$ cat src/atb_params.svh
`ifndef ATB_PARAMS_SVH
`define ATB_PARAMS_SVH
// ----------------------------------------
// Register byte offsets
// ----------------------------------------
`define ATB_OFS_CTRL  6'h00
`define ATB_OFS_SMC   6'h04
`define ATB_OFS_CHCFG 6'h08
`define ATB_OFS_STS   6'h0c
`define ATB_OFS_EVGEN 6'h10
`define ATB_OFS_CNT   6'h14
`define ATB_OFS_PSC   6'h18
`define ATB_OFS_ARR   6'h1c
`define ATB_OFS_REP   6'h20
// ----------------------------------------
// Field positions
// ----------------------------------------
`define ATB_CTRL_CEN  0
`define ATB_CTRL_UD   1
`define ATB_CTRL_DIR  2
`define ATB_CTRL_CMS  3
`define ATB_SMC_SM    2:0
`define ATB_SMC_TS    6:3
`define ATB_SMC_ECE   7
`define ATB_SMC_ETPS  9:8
`define ATB_SMC_ETP   10
`define ATB_SMC_ETF   14:11
`define ATB_CH_POL    3:0
`define ATB_CH_FILT   7:4
`define ATB_STS_UIF   0
`define ATB_STS_TIF   1
`define ATB_STS_CCIF  2
`define ATB_STS_BIF   3
`define ATB_EV_UG     0
`define ATB_EV_TG     1
// ----------------------------------------
// Reset values
// ----------------------------------------
`define ATB_RST_ARR   16'hffff
`define ATB_RST_ZERO  16'h0000
`endif

$ cat src/atb_pkg.sv
`default_nettype none
package atb_pkg;
    typedef enum logic [2:0] {
        ATB_SM_OFF   = 3'b000,
        ATB_SM_EXT1  = 3'b001,
        ATB_SM_RESET = 3'b010,
        ATB_SM_GATED = 3'b011,
        ATB_SM_TRIG  = 3'b100
    } atb_slave_mode_e;
    typedef enum logic [3:0] {
        ATB_TS_ITR0 = 4'h0,
        ATB_TS_ITR1 = 4'h1,
        ATB_TS_ITR2 = 4'h2,
        ATB_TS_ITR3 = 4'h3,
        ATB_TS_DEDG = 4'h4,
        ATB_TS_CH1  = 4'h5,
        ATB_TS_CH2  = 4'h6,
        ATB_TS_CH3  = 4'h7,
        ATB_TS_CH4  = 4'h8,
        ATB_TS_EXTERNAL_TRIGGER_FILTERED = 4'h9
    } atb_trig_sel_e;
endpackage
`default_nettype wire

$ cat src/atb_timebase.sv
`default_nettype none
`include "atb_params.svh"
module atb_timebase
    import atb_pkg::*;
(
    // Clock and reset
    input  wire logic        clk_i,
    input  wire logic        rst_i,
    // Wishbone slave
    input  wire logic        cyc_i,
    input  wire logic        stb_i,
    input  wire logic        we_i,
    input  wire logic [5:0]  adr_i,
    input  wire logic [3:0]  sel_i,
    input  wire logic [31:0] dat_i,
    output logic      [31:0] dat_o,
    output logic             ack_o,
    // Pins and neighbouring logic
    input  wire logic [3:0]  channel_pin_i,
    input  wire logic        external_trigger_pin_i,
    input  wire logic [3:0]  internal_trigger_input_i,
    input  wire logic        capture_compare_event_i,
    input  wire logic        break_event_i,
    // Time base outputs
    output logic [15:0]      count_value_o,
    output logic             count_down_o,
    output logic             overrun_o,
    output logic             underrun_o,
    output logic             update_event_o,
    output logic             trigger_interrupt_o,
    output logic             capture_compare_interrupt_o,
    output logic             break_interrupt_o,
    output logic             slave_trigger_input_o,
    output logic             channel_one_double_edge_o,
    output logic [3:0]       filtered_polarised_input_o,
    output logic             external_trigger_filtered_o
);
    // ----------------------------------------
    // Registers
    // ----------------------------------------
    logic [3:0]  ctrl;
    logic [14:0] smc;
    logic [7:0]  chcfg;
    logic [3:0]  sts;
    logic [15:0] cnt;
    logic [15:0] psc_pre;
    logic [15:0] psc_act;
    logic [15:0] psc_cnt;
    logic [15:0] arr_pre;
    logic [15:0] arr_act;
    logic [7:0]  rep_pre;
    logic [7:0]  rep_act;
    logic [7:0]  rep_cnt;
    logic        dir;
    logic        wr;
    logic        sw_ug;
    logic        sw_tg;
    logic [31:0] cnt_wr;
    logic [31:0] smc_wr;
    logic [31:0] psc_wr;
    logic [31:0] arr_wr;
    logic [31:0] next_dat;

    atb_slave_mode_e sm;
    atb_trig_sel_e   ts;
    assign sm = atb_slave_mode_e'(smc[`ATB_SMC_SM]);
    assign ts = atb_trig_sel_e'(smc[`ATB_SMC_TS]);

    // ----------------------------------------
    // Wishbone access
    // ----------------------------------------
    // Answer one cycle after the strobe; unmapped reads give zero
    assign wr    = cyc_i && stb_i && we_i && !ack_o;
    assign sw_ug = wr && adr_i == `ATB_OFS_EVGEN && sel_i[0] && dat_i[`ATB_EV_UG];
    assign sw_tg = wr && adr_i == `ATB_OFS_EVGEN && sel_i[0] && dat_i[`ATB_EV_TG];

    function automatic logic [31:0] merge(input logic [31:0] o, input logic [31:0] n,
                                          input logic [3:0] s);
        logic [31:0] r;
        r = o;
        for (int b = 0; b < 4; b++) begin
            if (s[b]) begin
                r[b*8 +: 8] = n[b*8 +: 8];
            end
        end
        return r;
    endfunction

    // Byte-merged write words, so partial writes keep untouched bytes
    assign cnt_wr = merge({16'h0, cnt}, dat_i, sel_i);
    assign smc_wr = merge({17'h0, smc}, dat_i, sel_i);
    assign psc_wr = merge({16'h0, psc_pre}, dat_i, sel_i);
    assign arr_wr = merge({16'h0, arr_pre}, dat_i, sel_i);

    always_comb begin
        case (adr_i)
            `ATB_OFS_CTRL:  next_dat = {27'h0, dir, ctrl};
            `ATB_OFS_SMC:   next_dat = {17'h0, smc};
            `ATB_OFS_CHCFG: next_dat = {24'h0, chcfg};
            `ATB_OFS_STS:   next_dat = {28'h0, sts};
            `ATB_OFS_CNT:   next_dat = {16'h0, cnt};
            `ATB_OFS_PSC:   next_dat = {16'h0, psc_pre};
            `ATB_OFS_ARR:   next_dat = {16'h0, arr_pre};
            `ATB_OFS_REP:   next_dat = {24'h0, rep_pre};
            default:        next_dat = 32'h0;
        endcase
    end

    always_ff @(posedge clk_i) begin
        if (rst_i) begin
            ack_o <= 1'b0;
            dat_o <= 32'h0;
        end else begin
            ack_o <= cyc_i && stb_i && !ack_o;
            dat_o <= next_dat;
        end
    end

    // ----------------------------------------
    // Pin synchronisers and filters
    // ----------------------------------------
    logic [4:0] s1;
    logic [4:0] s2;
    logic [4:0] s3;
    logic [4:0] lvl;
    logic [4:0] fin;
    logic [4:0] fout;
    logic [4:0] fout_q;
    logic [3:0] fcnt [5];
    logic       etr_p;
    logic       etr_p_q;
    logic [2:0] etr_div_cnt;
    logic       etr_div;

    assign etr_p = lvl[4] ^ smc[`ATB_SMC_ETP];
    always_comb begin
        case (smc[`ATB_SMC_ETPS])
            2'd0:    etr_div = etr_p;
            2'd1:    etr_div = etr_div_cnt[0];
            2'd2:    etr_div = etr_div_cnt[1];
            default: etr_div = etr_div_cnt[2];
        endcase
    end
    assign fin = {etr_div, lvl[3:0] ^ chcfg[`ATB_CH_POL]};

    always_ff @(posedge clk_i) begin
        if (rst_i) begin
            etr_p_q     <= 1'b0;
            etr_div_cnt <= 3'h0;
        end else begin
            etr_p_q <= etr_p;
            if (etr_p && !etr_p_q) begin
                etr_div_cnt <= etr_div_cnt + 3'h1;
            end
        end
    end

    genvar gi;
    generate
        for (gi = 0; gi < 5; gi++) begin : g_pin
            logic [3:0] flen;
            assign flen = (gi == 4) ? smc[`ATB_SMC_ETF] : chcfg[`ATB_CH_FILT];
            // Level taken only once the second and third stage agree
            always_ff @(posedge clk_i) begin
                if (rst_i) begin
                    s1[gi]  <= 1'b0;
                    s2[gi]  <= 1'b0;
                    s3[gi]  <= 1'b0;
                    lvl[gi] <= 1'b0;
                end else begin
                    s1[gi] <= (gi == 4) ? external_trigger_pin_i : channel_pin_i[gi];
                    s2[gi] <= s1[gi];
                    s3[gi] <= s2[gi];
                    if (s2[gi] == s3[gi]) begin
                        lvl[gi] <= s3[gi];
                    end
                end
            end
            // Filter: new level must persist flen extra samples
            always_ff @(posedge clk_i) begin
                if (rst_i) begin
                    fcnt[gi]   <= 4'h0;
                    fout[gi]   <= 1'b0;
                    fout_q[gi] <= 1'b0;
                end else begin
                    fout_q[gi] <= fout[gi];
                    if (fin[gi] == fout[gi]) begin
                        fcnt[gi] <= 4'h0;
                    end else if (fcnt[gi] >= flen) begin
                        fout[gi] <= fin[gi];
                        fcnt[gi] <= 4'h0;
                    end else begin
                        fcnt[gi] <= fcnt[gi] + 4'h1;
                    end
                end
            end
        end
    endgenerate

    // ----------------------------------------
    // Trigger selection
    // ----------------------------------------
    logic ded;
    logic slave_trigger_input;
    logic slave_trigger_input_q;
    logic next_slave_trigger_input;
    logic trg_rise;

    always_comb begin
        case (ts)
            ATB_TS_ITR0: next_slave_trigger_input = internal_trigger_input_i[0];
            ATB_TS_ITR1: next_slave_trigger_input = internal_trigger_input_i[1];
            ATB_TS_ITR2: next_slave_trigger_input = internal_trigger_input_i[2];
            ATB_TS_ITR3: next_slave_trigger_input = internal_trigger_input_i[3];
            ATB_TS_DEDG: next_slave_trigger_input = ded;
            ATB_TS_CH1:  next_slave_trigger_input = fout[0];
            ATB_TS_CH2:  next_slave_trigger_input = fout[1];
            ATB_TS_CH3:  next_slave_trigger_input = fout[2];
            ATB_TS_CH4:  next_slave_trigger_input = fout[3];
            ATB_TS_EXTERNAL_TRIGGER_FILTERED: next_slave_trigger_input = fout[4];
            default:     next_slave_trigger_input = 1'b0;
        endcase
    end
    assign trg_rise = slave_trigger_input && !slave_trigger_input_q;

    always_ff @(posedge clk_i) begin
        if (rst_i) begin
            ded    <= 1'b0;
            slave_trigger_input   <= 1'b0;
            slave_trigger_input_q <= 1'b0;
        end else begin
            ded    <= fout[0] ^ fout_q[0];
            slave_trigger_input   <= next_slave_trigger_input;
            slave_trigger_input_q <= slave_trigger_input;
        end
    end

    // ----------------------------------------
    // Prescaler and slave control
    // ----------------------------------------
    logic prescaler_clock;
    logic gate;
    logic tick;
    logic slv_reset;
    logic slv_start;

    // Reset mode is the pulse measurement path, so it acts only on channel 1 and 2 triggers
    assign slv_reset = trg_rise && sm == ATB_SM_RESET
                       && (ts == ATB_TS_CH1 || ts == ATB_TS_CH2);
    assign slv_start = trg_rise && sm == ATB_SM_TRIG;
    assign gate = (sm != ATB_SM_GATED) || slave_trigger_input;
    always_comb begin
        if (sm == ATB_SM_EXT1) begin
            prescaler_clock = trg_rise;
        end else if (smc[`ATB_SMC_ECE]) begin
            prescaler_clock = fout[4] && !fout_q[4];
        end else begin
            prescaler_clock = 1'b1;
        end
    end
    assign tick = prescaler_clock && gate && ctrl[`ATB_CTRL_CEN] && psc_cnt >= psc_act;

    // ----------------------------------------
    // Counter
    // ----------------------------------------
    logic [15:0] next_cnt;
    logic        next_dir;
    logic        ovf;
    logic        udf;
    logic        reinit;
    logic        upd;

    always_comb begin
        next_cnt = cnt;
        next_dir = dir;
        ovf      = 1'b0;
        udf      = 1'b0;
        if (tick) begin
            if (!ctrl[`ATB_CTRL_CMS]) begin
                next_dir = ctrl[`ATB_CTRL_DIR];
                if (!ctrl[`ATB_CTRL_DIR]) begin
                    if (cnt == arr_act) begin
                        next_cnt = 16'h0;
                        ovf      = 1'b1;
                    end else begin
                        next_cnt = cnt + 16'h1;
                    end
                end else if (cnt == 16'h0) begin
                    next_cnt = arr_act;
                    udf      = 1'b1;
                end else begin
                    next_cnt = cnt - 16'h1;
                end
            end else if (arr_act != 16'h0) begin
                if (!dir) begin
                    ovf = (cnt == arr_act - 16'h1);
                    if (cnt >= arr_act) begin
                        next_dir = 1'b1;
                        next_cnt = cnt - 16'h1;
                    end else begin
                        next_cnt = cnt + 16'h1;
                    end
                end else begin
                    udf = (cnt == 16'h1);
                    if (cnt == 16'h0) begin
                        next_dir = 1'b0;
                        next_cnt = 16'h1;
                    end else begin
                        next_cnt = cnt - 16'h1;
                    end
                end
            end
        end
    end

    assign reinit = sw_ug || slv_reset;
    // Update disable blocks the shadow load, counter still wraps
    assign upd = !ctrl[`ATB_CTRL_UD]
                 && (reinit || ((ovf || udf) && rep_cnt == 8'h0));

    always_ff @(posedge clk_i) begin
        if (rst_i) begin
            cnt     <= `ATB_RST_ZERO;
            dir     <= 1'b0;
            psc_cnt <= `ATB_RST_ZERO;
        end else if (reinit) begin
            cnt     <= ctrl[`ATB_CTRL_DIR] && !ctrl[`ATB_CTRL_CMS] ? arr_pre : 16'h0;
            dir     <= ctrl[`ATB_CTRL_DIR] && !ctrl[`ATB_CTRL_CMS];
            psc_cnt <= `ATB_RST_ZERO;
        end else begin
            if (wr && adr_i == `ATB_OFS_CNT) begin
                cnt <= cnt_wr[15:0];
            end else begin
                cnt <= next_cnt;
            end
            dir <= next_dir;
            if (prescaler_clock && gate && ctrl[`ATB_CTRL_CEN]) begin
                psc_cnt <= tick ? 16'h0 : psc_cnt + 16'h1;
            end
        end
    end

    // Shadows only move on an update, so software may rewrite them at any time
    always_ff @(posedge clk_i) begin
        if (rst_i) begin
            psc_act <= `ATB_RST_ZERO;
            arr_act <= `ATB_RST_ARR;
            rep_act <= 8'h0;
            rep_cnt <= 8'h0;
        end else begin
            if (upd) begin
                psc_act <= psc_pre;
                arr_act <= arr_pre;
                rep_act <= rep_pre;
            end
            if (upd && reinit) begin
                rep_cnt <= rep_pre;
            end else if (ovf || udf) begin
                rep_cnt <= rep_cnt != 8'h0 ? rep_cnt - 8'h1
                           : (upd ? rep_pre : rep_act);
            end
        end
    end

    // ----------------------------------------
    // Control and preload registers
    // ----------------------------------------
    always_ff @(posedge clk_i) begin
        if (rst_i) begin
            ctrl    <= 4'h0;
            smc     <= 15'h0;
            chcfg   <= 8'h0;
            psc_pre <= `ATB_RST_ZERO;
            arr_pre <= `ATB_RST_ARR;
            rep_pre <= 8'h0;
        end else begin
            if (wr && adr_i == `ATB_OFS_CTRL && sel_i[0]) begin
                ctrl <= dat_i[3:0];
            end
            if (slv_start) begin
                ctrl[`ATB_CTRL_CEN] <= 1'b1;
            end
            if (wr && adr_i == `ATB_OFS_SMC) begin
                smc <= smc_wr[14:0];
            end
            if (wr && adr_i == `ATB_OFS_CHCFG && sel_i[0]) begin
                chcfg <= dat_i[7:0];
            end
            if (wr && adr_i == `ATB_OFS_PSC) begin
                psc_pre <= psc_wr[15:0];
            end
            if (wr && adr_i == `ATB_OFS_ARR) begin
                arr_pre <= arr_wr[15:0];
            end
            if (wr && adr_i == `ATB_OFS_REP && sel_i[0]) begin
                rep_pre <= dat_i[7:0];
            end
        end
    end

    // ----------------------------------------
    // Status flags and event outputs
    // ----------------------------------------
    logic [3:0] sts_set;
    logic [3:0] sts_clr;
    logic       trg_evt;

    assign trg_evt = (trg_rise && sm != ATB_SM_OFF) || sw_tg;
    assign sts_set = {break_event_i, capture_compare_event_i, trg_evt, upd};
    assign sts_clr = (wr && adr_i == `ATB_OFS_STS && sel_i[0]) ? dat_i[3:0] : 4'h0;

    always_ff @(posedge clk_i) begin
        if (rst_i) begin
            sts <= 4'h0;
        end else begin
            sts <= (sts & ~sts_clr) | sts_set; // Set beats a same-cycle clear
        end
    end

    always_ff @(posedge clk_i) begin
        if (rst_i) begin
            count_down_o                <= 1'b0;
            overrun_o                   <= 1'b0;
            underrun_o                  <= 1'b0;
            update_event_o              <= 1'b0;
            trigger_interrupt_o         <= 1'b0;
            capture_compare_interrupt_o <= 1'b0;
            break_interrupt_o           <= 1'b0;
            slave_trigger_input_o       <= 1'b0;
            channel_one_double_edge_o   <= 1'b0;
            filtered_polarised_input_o  <= 4'h0;
            external_trigger_filtered_o <= 1'b0;
        end else begin
            count_down_o                <= next_dir;
            overrun_o                   <= ovf;
            underrun_o                  <= udf;
            update_event_o              <= upd;
            trigger_interrupt_o         <= trg_evt;
            capture_compare_interrupt_o <= capture_compare_event_i;
            break_interrupt_o           <= break_event_i;
            slave_trigger_input_o       <= slave_trigger_input;
            channel_one_double_edge_o   <= ded;
            filtered_polarised_input_o  <= fout[3:0];
            external_trigger_filtered_o <= fout[4];
        end
    end

    assign count_value_o = cnt; // Counter flop drives the port directly
endmodule
`default_nettype wire

$ cat config.mk
export PLATFORM = sky130hd
export DESIGN_NAME = atb_timebase
export DESIGN_NICKNAME = d
export VERILOG_FILES = /design/src/atb_pkg.sv /design/src/atb_timebase.sv
export VERILOG_INCLUDE_DIRS = /design/src
export SDC_FILE = /design/constraint.sdc
export NUM_CORES = 1
export LEC_CHECK = 0
export BUFFER_PORTS_ARGS = -buffer_cell sky130_fd_sc_hd__buf_2
export CORE_MARGIN = 1.5
export CORE_UTILIZATION = 60
export DETAILED_ROUTE_END_ITERATION = 10
export GPL_ROUTABILITY_DRIVEN = 0
export GPL_TIMING_DRIVEN = 0
export PLACE_DENSITY = 0.8
export SYNTH_ARGS = -nofsm -noshare
export SYNTH_HDL_FRONTEND = slang
export SYNTH_SLANG_ARGS = --single-unit
$ cat constraint.sdc
create_clock -name clk_i -period 3.85 [get_ports clk_i]
set_clock_uncertainty 0.1 [all_clocks]
set_input_delay 0.385 -clock clk_i [delete_from_list [all_inputs] [get_ports clk_i]]
set_output_delay 0.385 -clock clk_i [all_outputs]
set_load 0.01 [all_outputs]
==> results.sh, run 1 <==
export IMPL_status="completed"
export IMPL_port_buffer_count=81
export IMPL_power_sequential_fraction=0.483
export IMPL_maxSlewHeadroom=0.3357
export IMPL_core_rowCount=53
export IMPL_worst_r2r_setup_slack_ns=0.02
export IMPL_track_usage=0.3674
export IMPL_ir_drop_uv=415.3
export IMPL_postSynthAreaPerCell_sq_um=8.266
export IMPL_root_buffer="sky130_fd_sc_hd__clkbuf_16"
export IMPL_comb_power_share=0.048
export IMPL_power_switching_mw=1.206
export IMPL_synth_top_area_frac=0.3301
export IMPL_timing_setup_critical_path_class="reg -> reg"
export IMPL_ys_dominant_reg_cell="sky130_fd_sc_hd__dfxtp_1"
export IMPL_fraction_of_final_layout_cells_with_drive_strength_greater_than_1=0.1087
export IMPL_synthTopCellsByArea="sky130_fd_sc_hd__dfxtp_1, sky130_fd_sc_hd__ha_1, sky130_fd_sc_hd__nand2_1"
export IMPL_clock_insertion_delay_worst_skew_ns=0.53
export IMPL_die_footprint_sq_um=22520
export IMPL_clock_power_share=0.469
export IMPL_gr_total_overflow=0
export IMPL_cts_tree="built"
export IMPL_end_kind="register"
export IMPL_area_delta_synth_final_pct=14.29
export IMPL_final_period_utilization=0.9941
export IMPL_first_pass_iters=11
export IMPL_summed_instance_area_of_the_synthesized_netlist_sq_um=12980
export IMPL_worstSetupStartpointType="register"
export IMPL_grt_max_degree=15
export IMPL_regToRegStartpoint="arr_act[15]"
export IMPL_r2r_cells=10
export IMPL_crit_required_ns=4.14
export IMPL_switching_share=0.2339
export IMPL_die_width_um=150.1
export IMPL_cts_num_sinks=234
export IMPL_drt_iter0_drc=1876
export IMPL_cts_htree_levels=1
export IMPL_start_util=0.6154
export IMPL_synth_edff_count=20
export IMPL_synth_top_cell_by_area="sky130_fd_sc_hd__dfxtp_1"
export IMPL_netlist_instances=1570
export IMPL_wl_per_cell_um=20.46
export IMPL_cellLeakagePower_nw=5.845
export IMPL_final_max_slew_viol_count=0
export IMPL_synthMostInstantiatedCell="sky130_fd_sc_hd__nand2_1"
export IMPL_setup_viol=0
export IMPL_unrepaired_setup_endpoints_after_global_routing="no"
export IMPL_power_per_cell_area_nw_per_um2=347.7
export IMPL_place_detailed_hpwl_um=29820
export IMPL_io_pins=121
export IMPL_depth_of_the_worst_hold_timing_path=3
export IMPL_vias_per_cell=6.509
export IMPL_finalWirelength_um=41200
export IMPL_async_reset_ff_frac=0
export IMPL_worst_slew_pin_slew_ns=0.9888
export IMPL_min_delay_start="cyc_i"
export IMPL_cts_clk_slew_worst_paths_ns=0.07
export IMPL_synth_distinct_cells=87
export IMPL_fillCellCount=1728
export IMPL_post_route_drc_count=0
export IMPL_cp_data_arrival_time_ns=4.12
export IMPL_crit_reg2reg_capture="count_value_o[4]"
export IMPL_maxCapViolations=0
export IMPL_hold_path_end="ack_o"
export IMPL_cell_internal_pwr_mw=3.951
export IMPL_synth_commonest_cells="sky130_fd_sc_hd__nand2_1, sky130_fd_sc_hd__dfxtp_1, sky130_fd_sc_hd__a21oi_1"
export IMPL_cts_buffers=25
export IMPL_synth_seq_area_share=0.3764
export IMPL_critical_path_peak_fanout=10
export IMPL_via_count_of_the_first_global_routing_pass=12170
export IMPL_finalCriticalPeriod_ns=3.827
export IMPL_vias=13110
export IMPL_numnets_final=1846
export IMPL_grt_antenna_before_repair=1
export IMPL_synth_seq_cells=234
export IMPL_cts_buffer_depth=3
export IMPL_final_hold_violation_count=0
export IMPL_core_area_sq_um=21090
export IMPL_route_antenna_remaining_nets=0
export IMPL_finalSetupTns_ns=0
export IMPL_first_pass_grt_wire_length_um=64370
export IMPL_die_h_um=150.1
export IMPL_max_freq_mhz=261.3
export IMPL_holdCritPathClass="in -> reg"
export IMPL_yosys_warnings=0
export IMPL_hold_ws_ns=0.0008343
-- layer usage --
metal  vias to the layer above  share of wire  global-route usage
li1                       5881              -                   -
met1                      6034           0.37              0.4715
met2                       942           0.43              0.5599
met3                       252           0.14              0.1049
met4                         0          0.064              0.1902
met5                         -              0                   0
-- power by group through the flow --
stage | Combinational [mW] | Sequential, mW | Clock [mW]
after global placement | 0.226 | 2.54 | 0
after detailed placement | 0.229 | 2.54 | 0
after global routing | 0.268 | 2.49 | 2.51
after floorplan | 0.142 | 2.54 | 0
after CTS | 0.237 | 2.49 | 2.41
final | 0.250 | 2.49 | 2.42
-- placed cells by master (no fill, tap or decap), drive strengths merged, types with 22 or more instances in the layout --
master  Yosys  layout
nor2b      32      32
nor3       26      26
o21ai      44      44
xor2       40      40
xnor2      43      43
a21oi     124     124
and3       24      24
buf        32     116
nand3     107     107
o211ai     22      22
nor2      116     116
dfxtp     214     214
conb        2      36
nand2     222     222
clkbuf     87     118
ha         67      67
inv        57      60
-- registers in the layout (all words and copies together), names as in the netlist, 8 cells and up --
signal / flops
psc_act: 16
rep_act: 8
fcnt: 20
psc_pre: 16
count_value_o: 16
rep_cnt: 8
smc: 15
dat_o: 16
chcfg: 8
rep_pre: 8
psc_cnt: 16
arr_pre: 16
arr_act: 16
-- area by class of cell --
class                      count  area (sq um)  area share
multi-input combinational   1192          7522      0.5072
sequential                   234          4885      0.3293
clock buffer                  33         686.9     0.04631
buffer                       118         549.3     0.03703
timing repair buffer          91         500.5     0.03374
tap                          275         344.1     0.02320
inverter                      59         221.5     0.01493
clock inverter                11         120.1    0.008099
antenna                        1         2.502   0.0001687
-- worst max path at each step --
stage	slack, ns	startpoint	cells past startpoint	to
after global placement	-0.50	count_value_o[0]	9	count_value_o[13]
after global routing	0.01	count_value_o[0]	11	count_value_o[13]
after CTS	0.06	arr_act[3]	10	count_value_o[13]
after detailed placement	-0.50	count_value_o[0]	9	count_value_o[13]
after floorplan	0.87	arr_act[1]	12	rep_cnt[6]
final	0.02	arr_act[15]	10	count_value_o[4]
-- critical path, cell delays in order, from the launching register on --
cell                        delay [ns]
sky130_fd_sc_hd__dfxtp_1          0.50
sky130_fd_sc_hd__inv_1            0.11
sky130_fd_sc_hd__ha_1             0.38
sky130_fd_sc_hd__nand4_1          0.33
sky130_fd_sc_hd__nor4_4           0.73
sky130_fd_sc_hd__a2111oi_4        0.12
sky130_fd_sc_hd__buf_1            0.29
sky130_fd_sc_hd__a21oi_1          0.28
sky130_fd_sc_hd__a41oi_1          0.08
sky130_fd_sc_hd__a311o_1          0.36
sky130_fd_sc_hd__a311oi_1         0.42
-- cells by family (layout without fill, tap and decap cells) --
group,Yosys count,in the layout,synth area share
other,2,37,0.0005787
and+or+nand+nor,618,618,0.2257
muxes,21,21,0.01919
DFF,234,234,0.3764
buffers and inverters,178,312,0.05939
xor gates and xnor gates,83,83,0.05602
adders and majority gates,67,67,0.06460
AOI/OAI and AO/OA,367,367,0.1981
-- metrics by stage --
stage	util	power [mW]	std cells	instance area, sq um	worst slack (ns)
3_3_place_gp	0.6570	2.768	1960	13850	-0.5022
3_5_place_dp	0.6570	2.772	1960	13850	-0.4969
2_1_floorplan	-	2.682	1604	13110	0.8662
5_1_grt	0.7032	5.268	2013	14830	0.01029
4_1_cts	0.6997	5.141	2012	14750	0.05905
6_report	0.7033	5.157	2014	14830	0.02254
-- timing repair --
item / in CTS / in global routing
hold endpoints to repair: 8 / 0
endpoints found under the setup margin: 59 / 60
resized for setup: 3 / 15
buffers inserted: 0 / 2
hold buffers: 8 / 0
pin swaps: 0 / 2
Power figures use the tool's default switching activity.
==> run 2: changes to the inputs <==
--- a/config.mk
+++ b/config.mk
@@ -8,11 +8,10 @@
 export LEC_CHECK = 0
 export BUFFER_PORTS_ARGS = -buffer_cell sky130_fd_sc_hd__buf_2
 export CORE_MARGIN = 1.5
-export CORE_UTILIZATION = 60
+export CORE_UTILIZATION = 39
 export DETAILED_ROUTE_END_ITERATION = 10
 export GPL_ROUTABILITY_DRIVEN = 0
 export GPL_TIMING_DRIVEN = 0
-export PLACE_DENSITY = 0.8
 export SYNTH_ARGS = -nofsm -noshare
 export SYNTH_HDL_FRONTEND = slang
 export SYNTH_SLANG_ARGS = --single-unit
==> run 2 against run 1 <==
Against the previous run: the flow now finishes with violations (setup timing); die area grew 53%; combinational power is essentially flat; sequential share of layout area shrank 1.1 points; register-to-register slack lost 0.02 ns; global-route usage shrank 12 points; first-iteration DRC count shrank 8.8%; utilization shrank 23 points; design area grew 3.4%; critical endpoint is now psc_cnt[11]; largest power group is now the clock network.
==> results.sh, run 2 (synthesized netlist as in run 1, its figures left out) <==
export IMPL_maxSlewHeadroom=0.09051
export IMPL_io_pins=121
export IMPL_clock_insertion_delay_worst_skew_ns=0.57
export IMPL_cellLeakagePower_nw=5.986
export IMPL_first_pass_grt_wire_length_um=66760
export IMPL_die_footprint_sq_um=34380
export IMPL_maxCapViolations=0
export IMPL_final_max_slew_viol_count=0
export IMPL_vias=12830
export IMPL_hold_path_end="arr_pre[10]"
export IMPL_fraction_of_final_layout_cells_with_drive_strength_greater_than_1=0.1140
export IMPL_cts_buffers=27
export IMPL_final_period_utilization=1.025
export IMPL_grt_antenna_before_repair=1
export IMPL_finalWirelength_um=43870
export IMPL_grt_max_degree=15
export IMPL_worstSetupStartpointType="primary input"
export IMPL_max_flop_register="fcnt"
export IMPL_vias_per_cell=5.867
export IMPL_drt_iter0_drc=1711
export IMPL_critical_path_peak_fanout=10
export IMPL_ir_drop_uv=347.1
export IMPL_regToRegStartpoint="ack_o"
export IMPL_via_count_of_the_first_global_routing_pass=11760
export IMPL_cts_tree="built"
export IMPL_first_pass_iters=9
export IMPL_worst_r2r_setup_slack_ns=0
export IMPL_fin_util=0.4700
export IMPL_wl_per_cell_um=20.06
export IMPL_place_detailed_hpwl_um=32860
export IMPL_timing_setup_critical_path_class="in -> reg"
export IMPL_violated_checks="setup timing"
export IMPL_antenna_diode_count=0
export IMPL_route_antenna_remaining_nets=0
export IMPL_final_hold_violation_count=0
export IMPL_layout_cells_most_common_list="sky130_fd_sc_hd__nand2_1, sky130_fd_sc_hd__dfxtp_1, sky130_fd_sc_hd__a21oi_1"
export IMPL_max_ffs_per_register=20
export IMPL_die_width_um=185.4
export IMPL_start_util=0.3979
export IMPL_cts_num_sinks=234
export IMPL_report_power_total_mw=5.877
export IMPL_r2r_cells=8
export IMPL_gr_total_overflow=0
export IMPL_crit_required_ns=4.24
export IMPL_holdCritPathClass="in -> reg"
export IMPL_end_kind="register"
export IMPL_setup_viol=11
export IMPL_status="finished with violations"
export IMPL_cts_buffer_depth=3
export IMPL_cts_htree_levels=1
export IMPL_fillCellCount=3209
export IMPL_hold_ws_ns=0.02904
export IMPL_core_area_sq_um=32620
export IMPL_final_setup_worst_slack_ns=-0.09714
export IMPL_crit_reg2reg_capture="count_value_o[6]"
export IMPL_finalSetupTns_ns=-0.7496
export IMPL_max_freq_mhz=253.3
export IMPL_port_buffer_count=81
export IMPL_finalCriticalPeriod_ns=3.947
export IMPL_cp_data_arrival_time_ns=4.33
export IMPL_most_frequent_standard_cell_in_the_layout_excluding_fill_and_tap_cells="sky130_fd_sc_hd__nand2_1"
export IMPL_depth_of_the_worst_hold_timing_path=3
export IMPL_die_h_um=185.4
export IMPL_root_buffer="sky130_fd_sc_hd__clkbuf_16"
export IMPL_track_usage=0.2518
export IMPL_worst_slew_pin_slew_ns=1.346
export IMPL_post_route_drc_count=0
export IMPL_numnets_final=1850
export IMPL_core_rowCount=66
export IMPL_power_per_cell_area_nw_per_um2=383.3
export IMPL_area_delta_synth_final_pct=18.14
export IMPL_min_delay_start="dat_i[10]"
export IMPL_cts_clk_slew_worst_paths_ns=0.06
-- run 2: cell count changes in the layout (fill, tap and decap cells not counted), sizes merged --
cell / change
diode: -1
inv: +1
dlygate4sd3: +1
clkinv: -2
bufinv: +7
-- run 2: worst max path at each step --
stage	slack [ns]	cells past startpoint	startpoint	to
after floorplan	0.87	12	arr_act[1]	rep_cnt[6]
after global placement	-0.58	10	count_value_o[0]	count_value_o[4]
after detailed placement	-0.64	10	count_value_o[0]	count_value_o[4]
after CTS	0.07	10	count_value_o[0]	count_value_o[6]
after global routing	-0.17	10	stb_i	psc_cnt[11]
final	-0.1	10	stb_i	psc_cnt[11]
-- run 2: cell type report --
cell class / instances / area, sq um / area share
flip-flops and latches: 234 / 4886 / 0.3187
clock buffers: 32 / 755.7 / 0.04929
inverters: 59 / 221.5 / 0.01444
multi-input cells: 1192 / 7516 / 0.4902
repair buffers: 92 / 510.5 / 0.03330
clock inverters: 17 / 337.8 / 0.02203
plain buffers: 119 / 551.8 / 0.03599
well taps: 442 / 553.0 / 0.03607
-- run 2: repair_timing --
item | CTS | global route
endpoints found under the setup margin | 60 | 28
pin swaps | 0 | 1
gates resized for setup | 6 | 10
hold endpoints to repair | 10 | 0
buffers inserted | 0 | 2
hold buffers | 9 | 0
-- run 2: worst max-delay path, stage by stage --
cell and delay (ns):
sky130_fd_sc_hd__dlygate4sd3_1 0.53, sky130_fd_sc_hd__buf_2 0.13, sky130_fd_sc_hd__and4b_1 0.27, sky130_fd_sc_hd__and2_1 0.19, sky130_fd_sc_hd__clkbuf_1 0.23, sky130_fd_sc_hd__a41oi_1 1.15
sky130_fd_sc_hd__clkbuf_1 0.59, sky130_fd_sc_hd__nand3_1 0.37, sky130_fd_sc_hd__clkbuf_1 0.31, sky130_fd_sc_hd__nor2_1 0.17
-- run 2: report_power, final --
| group | internal [mW] | total [mW] | switching, mW |
|---|---|---|---|
| combinational | 0.0818 | 0.253 | 0.171 |
| sequential | 2.47 | 2.49 | 0.0154 |
| clock | 2.01 | 3.13 | 1.12 |
-- run 2: per-layer routing --
metal | track usage | part of all wire | vias up
li1 | - | - | 5890
met1 | 0.3528 | 0.44 | 6099
met2 | 0.3874 | 0.43 | 728
met3 | 0.04031 | 0.10 | 113
met4 | 0.09333 | 0.033 | 2
met5 | 0 | 0.00021 | -
-- run 2: stage by stage --
step	setup WS [ns]	instances	instance area (sq um)
CTS	0.07107	2185	15280
finish	-0.09714	2187	15330
global route	-0.1673	2187	15330
floorplan	0.8662	1604	13110
detailed placement	-0.6427	2127	14060
global placement	-0.5844	2127	14060
